**src/inc/esal_pkg.sv**
```systemverilog
package esal_pkg;

  // Clock and shift clock timing
  localparam int CLK_PERIOD_NS  = 40;
  localparam int SCLK_PERIOD_NS = 320;
  localparam int SCLK_HALF_CYC  = SCLK_PERIOD_NS / (2 * CLK_PERIOD_NS);

  // Cycles allowed for the strap synchronisers to settle after reset
  localparam logic [3:0] STRAP_WAIT_CYC = 4'h3;

  // Serial read command: start bit, read opcode, address field
  localparam logic [2:0] RD_CMD     = 3'h6;
  localparam logic [4:0] TX_LEN     = 5'h0B;
  localparam logic [4:0] RX_LEN_WRD = 5'h11;
  localparam logic [4:0] RX_LEN_BYT = 5'h09;

  // Word addresses (byte address halved) and check code
  localparam logic [6:0]  WA_CHECK = 7'h00;
  localparam logic [6:0]  WA_PM    = 7'h05;
  localparam logic [6:0]  WA_LINK  = 7'h08;
  localparam logic [6:0]  WA_UART  = 7'h09;
  localparam logic [15:0] CHECK_CODE = 16'hA868;

  // Field positions inside the power management word
  localparam int PM_DSI_BIT  = 0;
  localparam int PM_AUX_LSB  = 1;
  localparam int PM_D1_BIT   = 4;
  localparam int PM_D2_BIT   = 5;
  localparam int PM_PEV_LSB  = 6;
  localparam int PM_NSR_BIT  = 11;

  // Field positions inside the link word
  localparam int LK_ASPM_LSB = 0;
  localparam int LK_L0S_LSB  = 2;
  localparam int LK_L1_LSB   = 5;

  // Values held until a load replaces them
  localparam logic        DSI_RST  = 1'h0;
  localparam logic [2:0]  AUX_RST  = 3'h7;
  localparam logic        D1_RST   = 1'h1;
  localparam logic        D2_RST   = 1'h1;
  localparam logic [4:0]  PEV_RST  = 5'h08;
  localparam logic        NSR_RST  = 1'h1;
  localparam logic [1:0]  ASPM_RST = 2'h3;
  localparam logic [2:0]  L0S_RST  = 3'h3;
  localparam logic [2:0]  L1_RST   = 3'h0;
  localparam logic [15:0] UART_RST = 16'h0000;

  typedef enum logic [2:0] {
    ESAL_S_STRAP,
    ESAL_S_ISSUE,
    ESAL_S_WAIT,
    ESAL_S_APPLY,
    ESAL_S_DONE
  } esal_state_e;

  typedef enum logic [1:0] {
    ESAL_P_IDLE,
    ESAL_P_LOW,
    ESAL_P_HIGH,
    ESAL_P_END
  } esal_phase_e;

endpackage

```
**src/esal_top.sv**
```systemverilog
// Behaviour
// - Five-wire serial memory link with driven clock
// - Supports a 2K-bit serial memory
// - Loaded fields settle before enumeration, done flag
// - Load only when disable strap is low
// - 16-bit words with 7-bit word address
// - Width strap picks word or byte reads
// - First word compared with check code
// - Load starts right after reset when allowed
// - Word 0Ah bit 0 to init flag
// - Word 0Ah bits 3:1 to aux current
// - Word 0Ah bits 4,5 to D1/D2 support
// - Word 0Ah bits 10:6 to power events
// - Word 0Ah bit 11 blocks soft reset
// - Word 10h bits 1:0 to ASPM support
// - Word 10h bits 7:2 to exit latencies
// - Word 12h to UART drive selection
`timescale 1ns/1ps
module esal_top
  import esal_pkg::*;
#(
  parameter int HALF_CYC = SCLK_HALF_CYC
) (
  input  wire logic        clk,
  input  wire logic        arst_n,
  input  wire logic        eeprom_serial_in,
  output logic             eeprom_serial_out,
  output logic             eeprom_select,
  output logic             eeprom_shift_clock,
  input  wire logic        eeprom_width_strap_n,
  output logic             eeprom_width_sel,
  input  wire logic        autoload_disable,
  input  wire logic        d3hot_to_d0,
  output logic             soft_reset_req,
  output logic             load_done,
  output logic             check_ok,
  output logic             dsi_flag,
  output logic [2:0]       aux_current,
  output logic             d1_support,
  output logic             d2_support,
  output logic [4:0]       power_event_support,
  output logic             no_soft_reset,
  output logic [1:0]       aspm_support,
  output logic [2:0]       l0s_exit_latency,
  output logic [2:0]       l1_exit_latency,
  output logic [15:0]      uart_drive_select
);

  typedef struct packed {
    esal_state_e st;
    logic [3:0]  wait_cnt;
    logic [1:0]  step;
    logic        hi_byte;
    logic        word_mode;
    logic        width_sel;
    logic [15:0] word;
    logic        start;
    logic        check_ok;
    logic        done;
    logic        soft_rst;
    logic        dsi;
    logic [2:0]  aux;
    logic        d1;
    logic        d2;
    logic [4:0]  pev;
    logic        nsr;
    logic [1:0]  aspm;
    logic [2:0]  l0s;
    logic [2:0]  l1;
    logic [15:0] uart;
  } esal_top_s;

  localparam esal_top_s TOP_RST = '{
    st: ESAL_S_STRAP, wait_cnt: 4'h0, step: 2'h0, hi_byte: 1'h0,
    word_mode: 1'h0, width_sel: 1'h0, word: 16'h0000, start: 1'h0,
    check_ok: 1'h0, done: 1'h0, soft_rst: 1'h0,
    dsi: DSI_RST, aux: AUX_RST, d1: D1_RST, d2: D2_RST, pev: PEV_RST,
    nsr: NSR_RST, aspm: ASPM_RST, l0s: L0S_RST, l1: L1_RST,
    uart: UART_RST};

  esal_top_s   cur_ff;
  esal_top_s   nxt_cur;
  logic [2:0]  pins_sync;
  logic        din_sync;
  logic        width_sync_n;
  logic        disable_sync;
  logic [6:0]  word_addr;
  logic [10:0] tx_word;
  logic [4:0]  rx_len;
  logic        rd_done;
  logic [16:0] rd_data;

  // Pin inputs pass two flops before any logic reads them
  esal_sync #(
    .WIDTH (3)
  ) u_sync (
    .clk    (clk),
    .arst_n (arst_n),
    .d      ({eeprom_serial_in, eeprom_width_strap_n, autoload_disable}),
    .q      (pins_sync)
  );

  assign din_sync     = pins_sync[2];
  assign width_sync_n = pins_sync[1];
  assign disable_sync = pins_sync[0];

  // Word address for the current step
  always_comb begin
    unique case (cur_ff.step)
      2'h0: word_addr = WA_CHECK;
      2'h1: word_addr = WA_PM;
      2'h2: word_addr = WA_LINK;
      2'h3: word_addr = WA_UART;
    endcase
  end

  // Byte reads append the byte select below the word address
  always_comb begin
    if (cur_ff.word_mode) begin
      tx_word = {RD_CMD, 1'h0, word_addr};
      rx_len  = RX_LEN_WRD;
    end else begin
      tx_word = {RD_CMD, word_addr, cur_ff.hi_byte};
      rx_len  = RX_LEN_BYT;
    end
  end

  // Serial engine makes its own shift clock from clk
  esal_shifter #(
    .HALF_CYC (HALF_CYC)
  ) u_shift (
    .clk      (clk),
    .arst_n   (arst_n),
    .start    (cur_ff.start),
    .tx_word  (tx_word),
    .rx_len   (rx_len),
    .din_sync (din_sync),
    .sclk     (eeprom_shift_clock),
    .cs       (eeprom_select),
    .dout     (eeprom_serial_out),
    .done     (rd_done),
    .rx_data  (rd_data)
  );

  // Load sequencer; fields keep reset values unless a word lands
  always_comb begin
    nxt_cur          = cur_ff;
    nxt_cur.start    = 1'h0;
    // Power manager pulse, same clock domain, no synchroniser
    nxt_cur.soft_rst = d3hot_to_d0 & ~cur_ff.nsr;
    unique case (cur_ff.st)
      ESAL_S_STRAP: begin
        // Straps are caught only after the synchronisers have settled
        nxt_cur.wait_cnt = cur_ff.wait_cnt + 4'h1;
        if (cur_ff.wait_cnt == STRAP_WAIT_CYC) begin
          nxt_cur.word_mode = ~width_sync_n;
          nxt_cur.width_sel = ~width_sync_n;
          if (disable_sync) begin
            nxt_cur.st   = ESAL_S_DONE;
            nxt_cur.done = 1'h1;
          end else begin
            nxt_cur.st    = ESAL_S_ISSUE;
            nxt_cur.step  = 2'h0;
            nxt_cur.start = 1'h1;
          end
        end
      end
      ESAL_S_ISSUE: begin
        nxt_cur.st = ESAL_S_WAIT;
      end
      ESAL_S_WAIT: begin
        if (rd_done) begin
          if (cur_ff.word_mode) begin
            nxt_cur.word = rd_data[15:0];
            nxt_cur.st   = ESAL_S_APPLY;
          end else if (!cur_ff.hi_byte) begin
            // Low byte sits at the even byte address
            nxt_cur.word[7:0] = rd_data[7:0];
            nxt_cur.hi_byte   = 1'h1;
            nxt_cur.start     = 1'h1;
            nxt_cur.st        = ESAL_S_ISSUE;
          end else begin
            nxt_cur.word[15:8] = rd_data[7:0];
            nxt_cur.hi_byte    = 1'h0;
            nxt_cur.st         = ESAL_S_APPLY;
          end
        end
      end
      ESAL_S_APPLY: begin
        nxt_cur.st    = ESAL_S_ISSUE;
        nxt_cur.start = 1'h1;
        nxt_cur.step  = cur_ff.step + 2'h1;
        unique case (cur_ff.step)
          2'h0: begin
            if (cur_ff.word == CHECK_CODE) begin
              nxt_cur.check_ok = 1'h1;
            end else begin
              nxt_cur.st    = ESAL_S_DONE;
              nxt_cur.start = 1'h0;
              nxt_cur.done  = 1'h1;
            end
          end
          2'h1: begin
            nxt_cur.dsi = cur_ff.word[PM_DSI_BIT];
            nxt_cur.aux = cur_ff.word[PM_AUX_LSB +: 3];
            nxt_cur.d1  = cur_ff.word[PM_D1_BIT];
            nxt_cur.d2  = cur_ff.word[PM_D2_BIT];
            nxt_cur.pev = cur_ff.word[PM_PEV_LSB +: 5];
            nxt_cur.nsr = cur_ff.word[PM_NSR_BIT];
          end
          2'h2: begin
            nxt_cur.aspm = cur_ff.word[LK_ASPM_LSB +: 2];
            nxt_cur.l0s  = cur_ff.word[LK_L0S_LSB +: 3];
            nxt_cur.l1   = cur_ff.word[LK_L1_LSB +: 3];
          end
          2'h3: begin
            nxt_cur.uart  = cur_ff.word;
            nxt_cur.st    = ESAL_S_DONE;
            nxt_cur.start = 1'h0;
            nxt_cur.done  = 1'h1;
          end
        endcase
      end
      ESAL_S_DONE: begin
        // Terminal until the next reset; 128 words of 16 bits fit 2K bits
        nxt_cur.done = 1'h1;
      end
      default: begin
        nxt_cur = TOP_RST;
      end
    endcase
  end

  always_ff @(posedge clk or negedge arst_n) begin
    if (!arst_n) begin
      cur_ff <= TOP_RST;
    end else begin
      cur_ff <= nxt_cur;
    end
  end

  // Everything visible outside comes straight from the state flops
  assign eeprom_width_sel    = cur_ff.width_sel;
  assign soft_reset_req      = cur_ff.soft_rst;
  assign load_done           = cur_ff.done;
  assign check_ok            = cur_ff.check_ok;
  assign dsi_flag            = cur_ff.dsi;
  assign aux_current         = cur_ff.aux;
  assign d1_support          = cur_ff.d1;
  assign d2_support          = cur_ff.d2;
  assign power_event_support = cur_ff.pev;
  assign no_soft_reset       = cur_ff.nsr;
  assign aspm_support        = cur_ff.aspm;
  assign l0s_exit_latency    = cur_ff.l0s;
  assign l1_exit_latency     = cur_ff.l1;
  assign uart_drive_select   = cur_ff.uart;

endmodule

```
**src/esal_sync.sv**
```systemverilog
`timescale 1ns/1ps
module esal_sync
  import esal_pkg::*;
#(
  parameter int WIDTH = 1
) (
  input  wire logic             clk,
  input  wire logic             arst_n,
  input  wire logic [WIDTH-1:0] d,
  output logic      [WIDTH-1:0] q
);

  typedef struct packed {
    logic [WIDTH-1:0] s1;
    logic [WIDTH-1:0] s2;
  } esal_sync_s;

  esal_sync_s cur_ff;
  esal_sync_s nxt_cur;

  // Two stages; only the second stage is visible outside
  always_comb begin
    nxt_cur    = cur_ff;
    nxt_cur.s1 = d;
    nxt_cur.s2 = cur_ff.s1;
  end

  always_ff @(posedge clk or negedge arst_n) begin
    if (!arst_n) begin
      cur_ff <= '0;
    end else begin
      cur_ff <= nxt_cur;
    end
  end

  assign q = cur_ff.s2;

endmodule

```
**src/esal_shifter.sv**
```systemverilog
`timescale 1ns/1ps
module esal_shifter
  import esal_pkg::*;
#(
  parameter int HALF_CYC = SCLK_HALF_CYC
) (
  input  wire logic        clk,
  input  wire logic        arst_n,
  input  wire logic        start,
  input  wire logic [10:0] tx_word,
  input  wire logic [4:0]  rx_len,
  input  wire logic        din_sync,
  output logic             sclk,
  output logic             cs,
  output logic             dout,
  output logic             done,
  output logic [16:0]      rx_data
);

  localparam logic [7:0] HALF_LAST = 8'(HALF_CYC - 1);

  typedef struct packed {
    esal_phase_e ph;
    logic [7:0]  div;
    logic [4:0]  bcnt;
    logic [4:0]  rlen;
    logic [10:0] tx;
    logic [16:0] rx;
    logic        sclk;
    logic        cs;
    logic        dout;
    logic        done;
  } esal_shift_s;

  localparam esal_shift_s SHIFT_RST = '{
    ph: ESAL_P_IDLE, div: 8'h00, bcnt: 5'h00, rlen: 5'h00, tx: 11'h000,
    rx: 17'h00000, sclk: 1'h0, cs: 1'h0, dout: 1'h0, done: 1'h0};

  esal_shift_s cur_ff;
  esal_shift_s nxt_cur;

  // Select, command bits out on low phase, data sampled at end of high
  always_comb begin
    nxt_cur      = cur_ff;
    nxt_cur.done = 1'h0;
    unique case (cur_ff.ph)
      ESAL_P_IDLE: begin
        if (start) begin
          nxt_cur.ph   = ESAL_P_LOW;
          nxt_cur.cs   = 1'h1;
          nxt_cur.tx   = tx_word;
          nxt_cur.dout = tx_word[10];
          nxt_cur.rlen = rx_len;
          nxt_cur.bcnt = 5'h00;
          nxt_cur.div  = 8'h00;
        end
      end
      ESAL_P_LOW: begin
        nxt_cur.div = cur_ff.div + 8'h01;
        if (cur_ff.div == HALF_LAST) begin
          nxt_cur.div  = 8'h00;
          nxt_cur.sclk = 1'h1;
          nxt_cur.ph   = ESAL_P_HIGH;
        end
      end
      ESAL_P_HIGH: begin
        nxt_cur.div = cur_ff.div + 8'h01;
        if (cur_ff.div == HALF_LAST) begin
          // Synchronised input lags two cycles, so sample late in the phase
          nxt_cur.div  = 8'h00;
          nxt_cur.sclk = 1'h0;
          nxt_cur.bcnt = cur_ff.bcnt + 5'h01;
          if (cur_ff.bcnt >= TX_LEN) begin
            nxt_cur.rx = {cur_ff.rx[15:0], din_sync};
          end
          nxt_cur.tx   = {cur_ff.tx[9:0], 1'h0};
          nxt_cur.dout = cur_ff.tx[9] & (cur_ff.bcnt < (TX_LEN - 5'h01));
          if (cur_ff.bcnt == (TX_LEN + cur_ff.rlen - 5'h01)) begin
            nxt_cur.ph = ESAL_P_END;
          end else begin
            nxt_cur.ph = ESAL_P_LOW;
          end
        end
      end
      ESAL_P_END: begin
        // Hold select one half period after the last clock
        nxt_cur.div = cur_ff.div + 8'h01;
        if (cur_ff.div == HALF_LAST) begin
          nxt_cur.div  = 8'h00;
          nxt_cur.cs   = 1'h0;
          nxt_cur.done = 1'h1;
          nxt_cur.ph   = ESAL_P_IDLE;
        end
      end
    endcase
  end

  always_ff @(posedge clk or negedge arst_n) begin
    if (!arst_n) begin
      cur_ff <= SHIFT_RST;
    end else begin
      cur_ff <= nxt_cur;
    end
  end

  assign sclk    = cur_ff.sclk;
  assign cs      = cur_ff.cs;
  assign dout    = cur_ff.dout;
  assign done    = cur_ff.done;
  assign rx_data = cur_ff.rx;

endmodule

```
**config.mk**
```make
export PLATFORM = sky130hd
export DESIGN_NAME = esal_top
export DESIGN_NICKNAME = d
export VERILOG_FILES = /design/src/inc/esal_pkg.sv /design/src/esal_top.sv /design/src/esal_sync.sv /design/src/esal_shifter.sv
export SDC_FILE = /design/constraint.sdc
export NUM_CORES = 1
export LEC_CHECK = 0
export BUFFER_PORTS_ARGS = -buffer_cell sky130_fd_sc_hd__buf_4
export CAP_MARGIN = 20
export CORE_UTILIZATION = 60
export CTS_CLUSTER_DIAMETER = 150
export DETAILED_ROUTE_END_ITERATION = 16
export GPL_ROUTABILITY_DRIVEN = 0
export PLACE_DENSITY = 0.8
export RECOVER_POWER = 100
export SETUP_SLACK_MARGIN = 0.2
export SLEW_MARGIN = 5
export SYNTH_ARGS = -nofsm -noshare
export SYNTH_HDL_FRONTEND = slang
export SYNTH_HIERARCHICAL = 1
export SYNTH_SLANG_ARGS = --single-unit
```
**constraint.sdc**
```tcl
create_clock -name clk -period 3.1 [get_ports clk]
set_clock_uncertainty 0.15 [all_clocks]
set_input_delay 0.155 -clock clk [delete_from_list [all_inputs] [get_ports clk]]
set_output_delay 0.155 -clock clk [all_outputs]
set_load 0.01 [all_outputs]
```
# Word level (Yosys, flattened, before mapping)
# Index checks and enable logic that the tools add are counted.
[word_totals]
regBits = 125
inputBits = 6
output_inout_bits = 43
word_cells = 177
[classes]
addsub = 6
magnitude_cmp = 2
n_eq_ne = 32
muxes = 64
bitwise_logic = 10
reduce_logical = 29
[ops]
columns = ["operator", "count"]
rows = [
  ["$pmux 36 s2", 1],
  ["$pmux 10 s4", 1],
  ["$mux 17", 2],
  ["$mux 16", 2],
  ["$pmux 16 s2", 1],
  ["$mux 31", 1],
  ["$reduce_and 3->1", 10],
  ["$mux 28", 1],
  ["$pmux 7 s4", 1],
  ["$mux 8", 3],
  ["$mux 10", 2],
  ["$pmux 10 s2", 1],
  ["$mux 1", 18],
  ["$ne 2x1->1 const B", 9],
  ["$eq 16x16->1 const B", 1],
  ["$mux 15", 1],
  ["$mux 3", 5],
  ["$pmux 3 s5", 1],
  ["$pmux 1 s2", 7],
  ["$mux 12", 1],
  ["$mux 2", 6],
  ["$reduce_or 4->1", 3],
  ["$ne 2x2->1 const B", 5],
  ["$pmux 5 s2", 1],
  ["other kinds (37)", 59],
]

# Longest topological paths before layout
[logic_depth]
depth_word = 6
depth_mapped = 7
ltp_nobuf = 6

# Hierarchy
# The synthesis kept the hierarchy.
[by_module_without_submodules]
columns = ["module", "n_inst", "cells_each", "area_per_inst_um2", "seq_area_each_um2"]
rows = [
  ["esal_top", 1, 289, 3274.4, 1690.4],
  ["esal_shifter", 1, 208, 2419.8, 1276.2],
  ["esal_sync", 1, 9, 172.7, 150.1],
]

# Worst setup path before layout
# No wires, ideal clock.
[synth_path]
path_type = "register to register"
from = "register u_shift/cur_ff[42] in the netlist's numbering"
to = "register u_shift.cur_ff, in the netlist u_shift/rx_data[10]"
setup_ps = 125
arrival_ps = 1868
t_required_ps = 2825
path_slack_ps = 957
stages_incl_launch_ff = 7
n_path_buf = 1
period_less_slack_ps = 2143
cell_sequence = "dfrtp_1 ha_1 nor3b_2 nand2_2 nor3_4 buf_6 mux2_2"
[synth_via]
elab_chain_len = 2
[synth_lines]
columns = ["element", "line", "source"]
rows = [
  ["start: declaration", "esal_shifter.sv:39", "esal_shift_s cur_ff;"],
  ["start signal: assignment", "esal_shifter.sv:102", "cur_ff <= nxt_cur;"],
  ["$eq 8x2->1", "esal_shifter.sv:68", "if (cur_ff.div == HALF_LAST) begin"],
  ["$reduce_and 3->1 (no line)", "n/a", ""],
]
# No other way between the ends.
# A chain may end at the register's enable or synchronous reset.

# Final worst setup path
[layout_path]
from = "register u_shift/cur_ff[42] in the netlist's numbering"
to = "register u_shift.cur_ff, in the netlist u_shift/rx_data[1]"
# Same word-level chain as after synthesis.

==> results.toml <==
[run_status]
status = "finished clean"

[final_layout]
n_antenna_cell = 0
finish.instance_area_um2 = 6390
stdcell_count = 658
drive_gt1_share_pct = 17.0
final_nets = 530
areaGrowthSynthToFinish_pct = 9.69
finalCoreUtilization_pct = 68.5

[timing]
finalCriticalPeriod_ns = 2.55
hold_viol_final = 0
finalSetupTns_ns = 0
period_share_pct = 82.4
setup_violations = 0
slew_headroom_pct = 7.82
fmax_ghz = 0.392
tightest_slew_ns = 1.38
whs_ns = 0.151
final_max_slew_viol_count = 0
rsz0062_at_grt = "no"

[run]
max_cap_viol_count = 0

[critical_path]
crit_path_max_incr_delay_ns = 0.67
critPathMaxFanout = 16
end_kind = "flip-flop"
cp_cell_sequence = "ha_1 > nor3b_2 > nand2_1 > nor3_4 > mux2_2"
crit_type = "flip-flop to flip-flop"
crit_arrival_ns = 2.80
cp-start-kind = "flip-flop"
critPathSlowestCell = "nor3_4"
worst_ep_required_time_ns = 3.35

[power_and_ir_drop]
combPwrFrac_pct = 23.6
power.density_nw_per_um2 = 855
power.net_switching_mw = 1.73
peakVddDrop_uv = 426
pwr-share-seq_pct = 40.7
p_leak_nw = 2.89
intPower_mw = 3.74
power.share.clock_pct = 35.6
p_sw_share_pct = 31.6

[die]
core_area_um2 = 9330
initial_core_util_pct = 62.4
ios = 49
dieHeight_um = 101
design.die.area_um2 = 10100
chipWidth_um = 101
rows = 35

[placed_design]
portBuffers = 48
dpl.cell_count = 621
post_dp_cell_area_um2 = 5910
hpwlAfterDp_um = 7830

[global_routing]
grt_antenna_before_repair = 0
grt_pass1_vias = 3817
grt_usage_pct = 25.5
grt_max_degree = 59
grt.overflow.total = 0
grt_pass1_wl_um = 19300

[clock_tree]
cts_root_buf = "clkbuf_8"
cts.clk_slew.worst_paths_ns = 0.06
clk_latency_ns = 0.52
cts_tree = "built"
cts_num_sinks = 123
cts_made_buffers = 17
ctsLongestPathBuffers = 2
post_cts_buffers = 0
h-tree-depth = 4

[detailed_routing]
vias = 3852
antenna_left = 0
dr.pass1.iters = 5
wl_per_cell_um = 17.9
via_per_inst = 5.85
wl_um = 11800
drt_iter0_markers = 216
drcViolationCount = 0

[hold_path]
hp-class = "input pin to flip-flop"

[synthesis]
syn_inst = 503
syn_area_per_cell_um2 = 11.6
ys_warn_count = 6
mappedNetlistArea_um2 = 5820
[area by class of cell]
class	instances	area, um2
fill	712	2940
clock inverter	14	171
multi-input combinational	308	2200
tap	129	161
timing repair buffer	60	320
inverter	6	22.5
clock buffer	18	418
sequential	123	3090
[layout by cell type (no fill, tap or decap), types with 4 or more instances in the layout]
cell type,instances
clkbuf_16,16
dlygate4sd3_1,5
conb_1,9
a22o_1,41
nor2_1,24
ha_1,8
nand3_1,10
mux2_2,31
clkbuf_1,37
nor3b_1,6
nand4_1,4
o21ai_0,19
buf_4,13
and2_1,6
a22oi_1,10
mux2i_1,11
nor3_1,6
dfrtp_1,112
o22a_1,11
inv_1,6
xnor2_1,10
a21oi_1,15
dfstp_1,9
nor2b_1,5
nand2_1,38
[stage by stage]
| stage | worst slack (ns) | power (mW) |
|---|---|---|
| after global routing | 0.372 | 5.75 |
| after detailed placement | 0.608 | 3.59 |
| after global placement | 0.721 | 3.51 |
| after floorplan | 0.963 | 3.23 |
| after CTS | 0.595 | 5.56 |
| final | 0.546 | 5.46 |
[metal layers]
metal  GRT usage (%)  vias to the layer above  wire (um)
met3            6.73                       22        523
met5               0                        -          0
li1                -                     1772          -
met4            10.0                        0        241
met1            32.4                     1961       5080
met2            42.1                       97       5940
[state kept, by name, summed over array words and instances (netlist names), 5 cells and up]
signal               cells
u_shift/cur_ff          30
cur_ff                  28
u_shift/rx_data         16
uart_drive_select       16
power_event_support      5
[worst paths after layout]
kind	start	to	slack (ns)	cells after the start
worst max-delay path	u_shift/cur_ff[42]	u_shift/rx_data[1]	0.55	5
worst min-delay path	autoload_disable	u_sync/cur_ff[3]	0.15	2
worst max register to register	u_shift/cur_ff[42]	u_shift/rx_data[1]	0.55	5
worst min register to register	u_sync/cur_ff[5]	u_sync/q[2]	0.20	0
max in group asynchronous	arst_n	u_shift/sclk	0.84	3
min in group asynchronous	arst_n	u_sync/q[1]	0.35	2
[power by group through the flow]
stage	combinational (mW)	clock, mW	sequential, mW
2_1_floorplan	1.05	0	2.18
3_5_place_dp	1.32	0	2.26
4_1_cts	1.34	1.98	2.24
6_report	1.29	1.95	2.23
3_3_place_gp	1.26	0	2.24
5_1_grt	1.43	2.05	2.27
[critical path: cells and delay by family (launching register included)]
kind                     cells  cell delay [ns]
adder cells (fa/ha/maj)      1             0.26
flip-flops                   1             0.40
multiplexers                 1             0.42
AND/OR/NAND/NOR              3             1.19
[what timing repair did]
| item | 4_1_cts | 5_1_grt |
|---|---|---|
| setup endpoints to repair | 0 | 0 |
| hold buffers | 5 | 0 |
| hold endpoints to repair | 60 | 0 |
| gates resized for setup | 0 | 0 |
(Power assumes the default switching activity.)
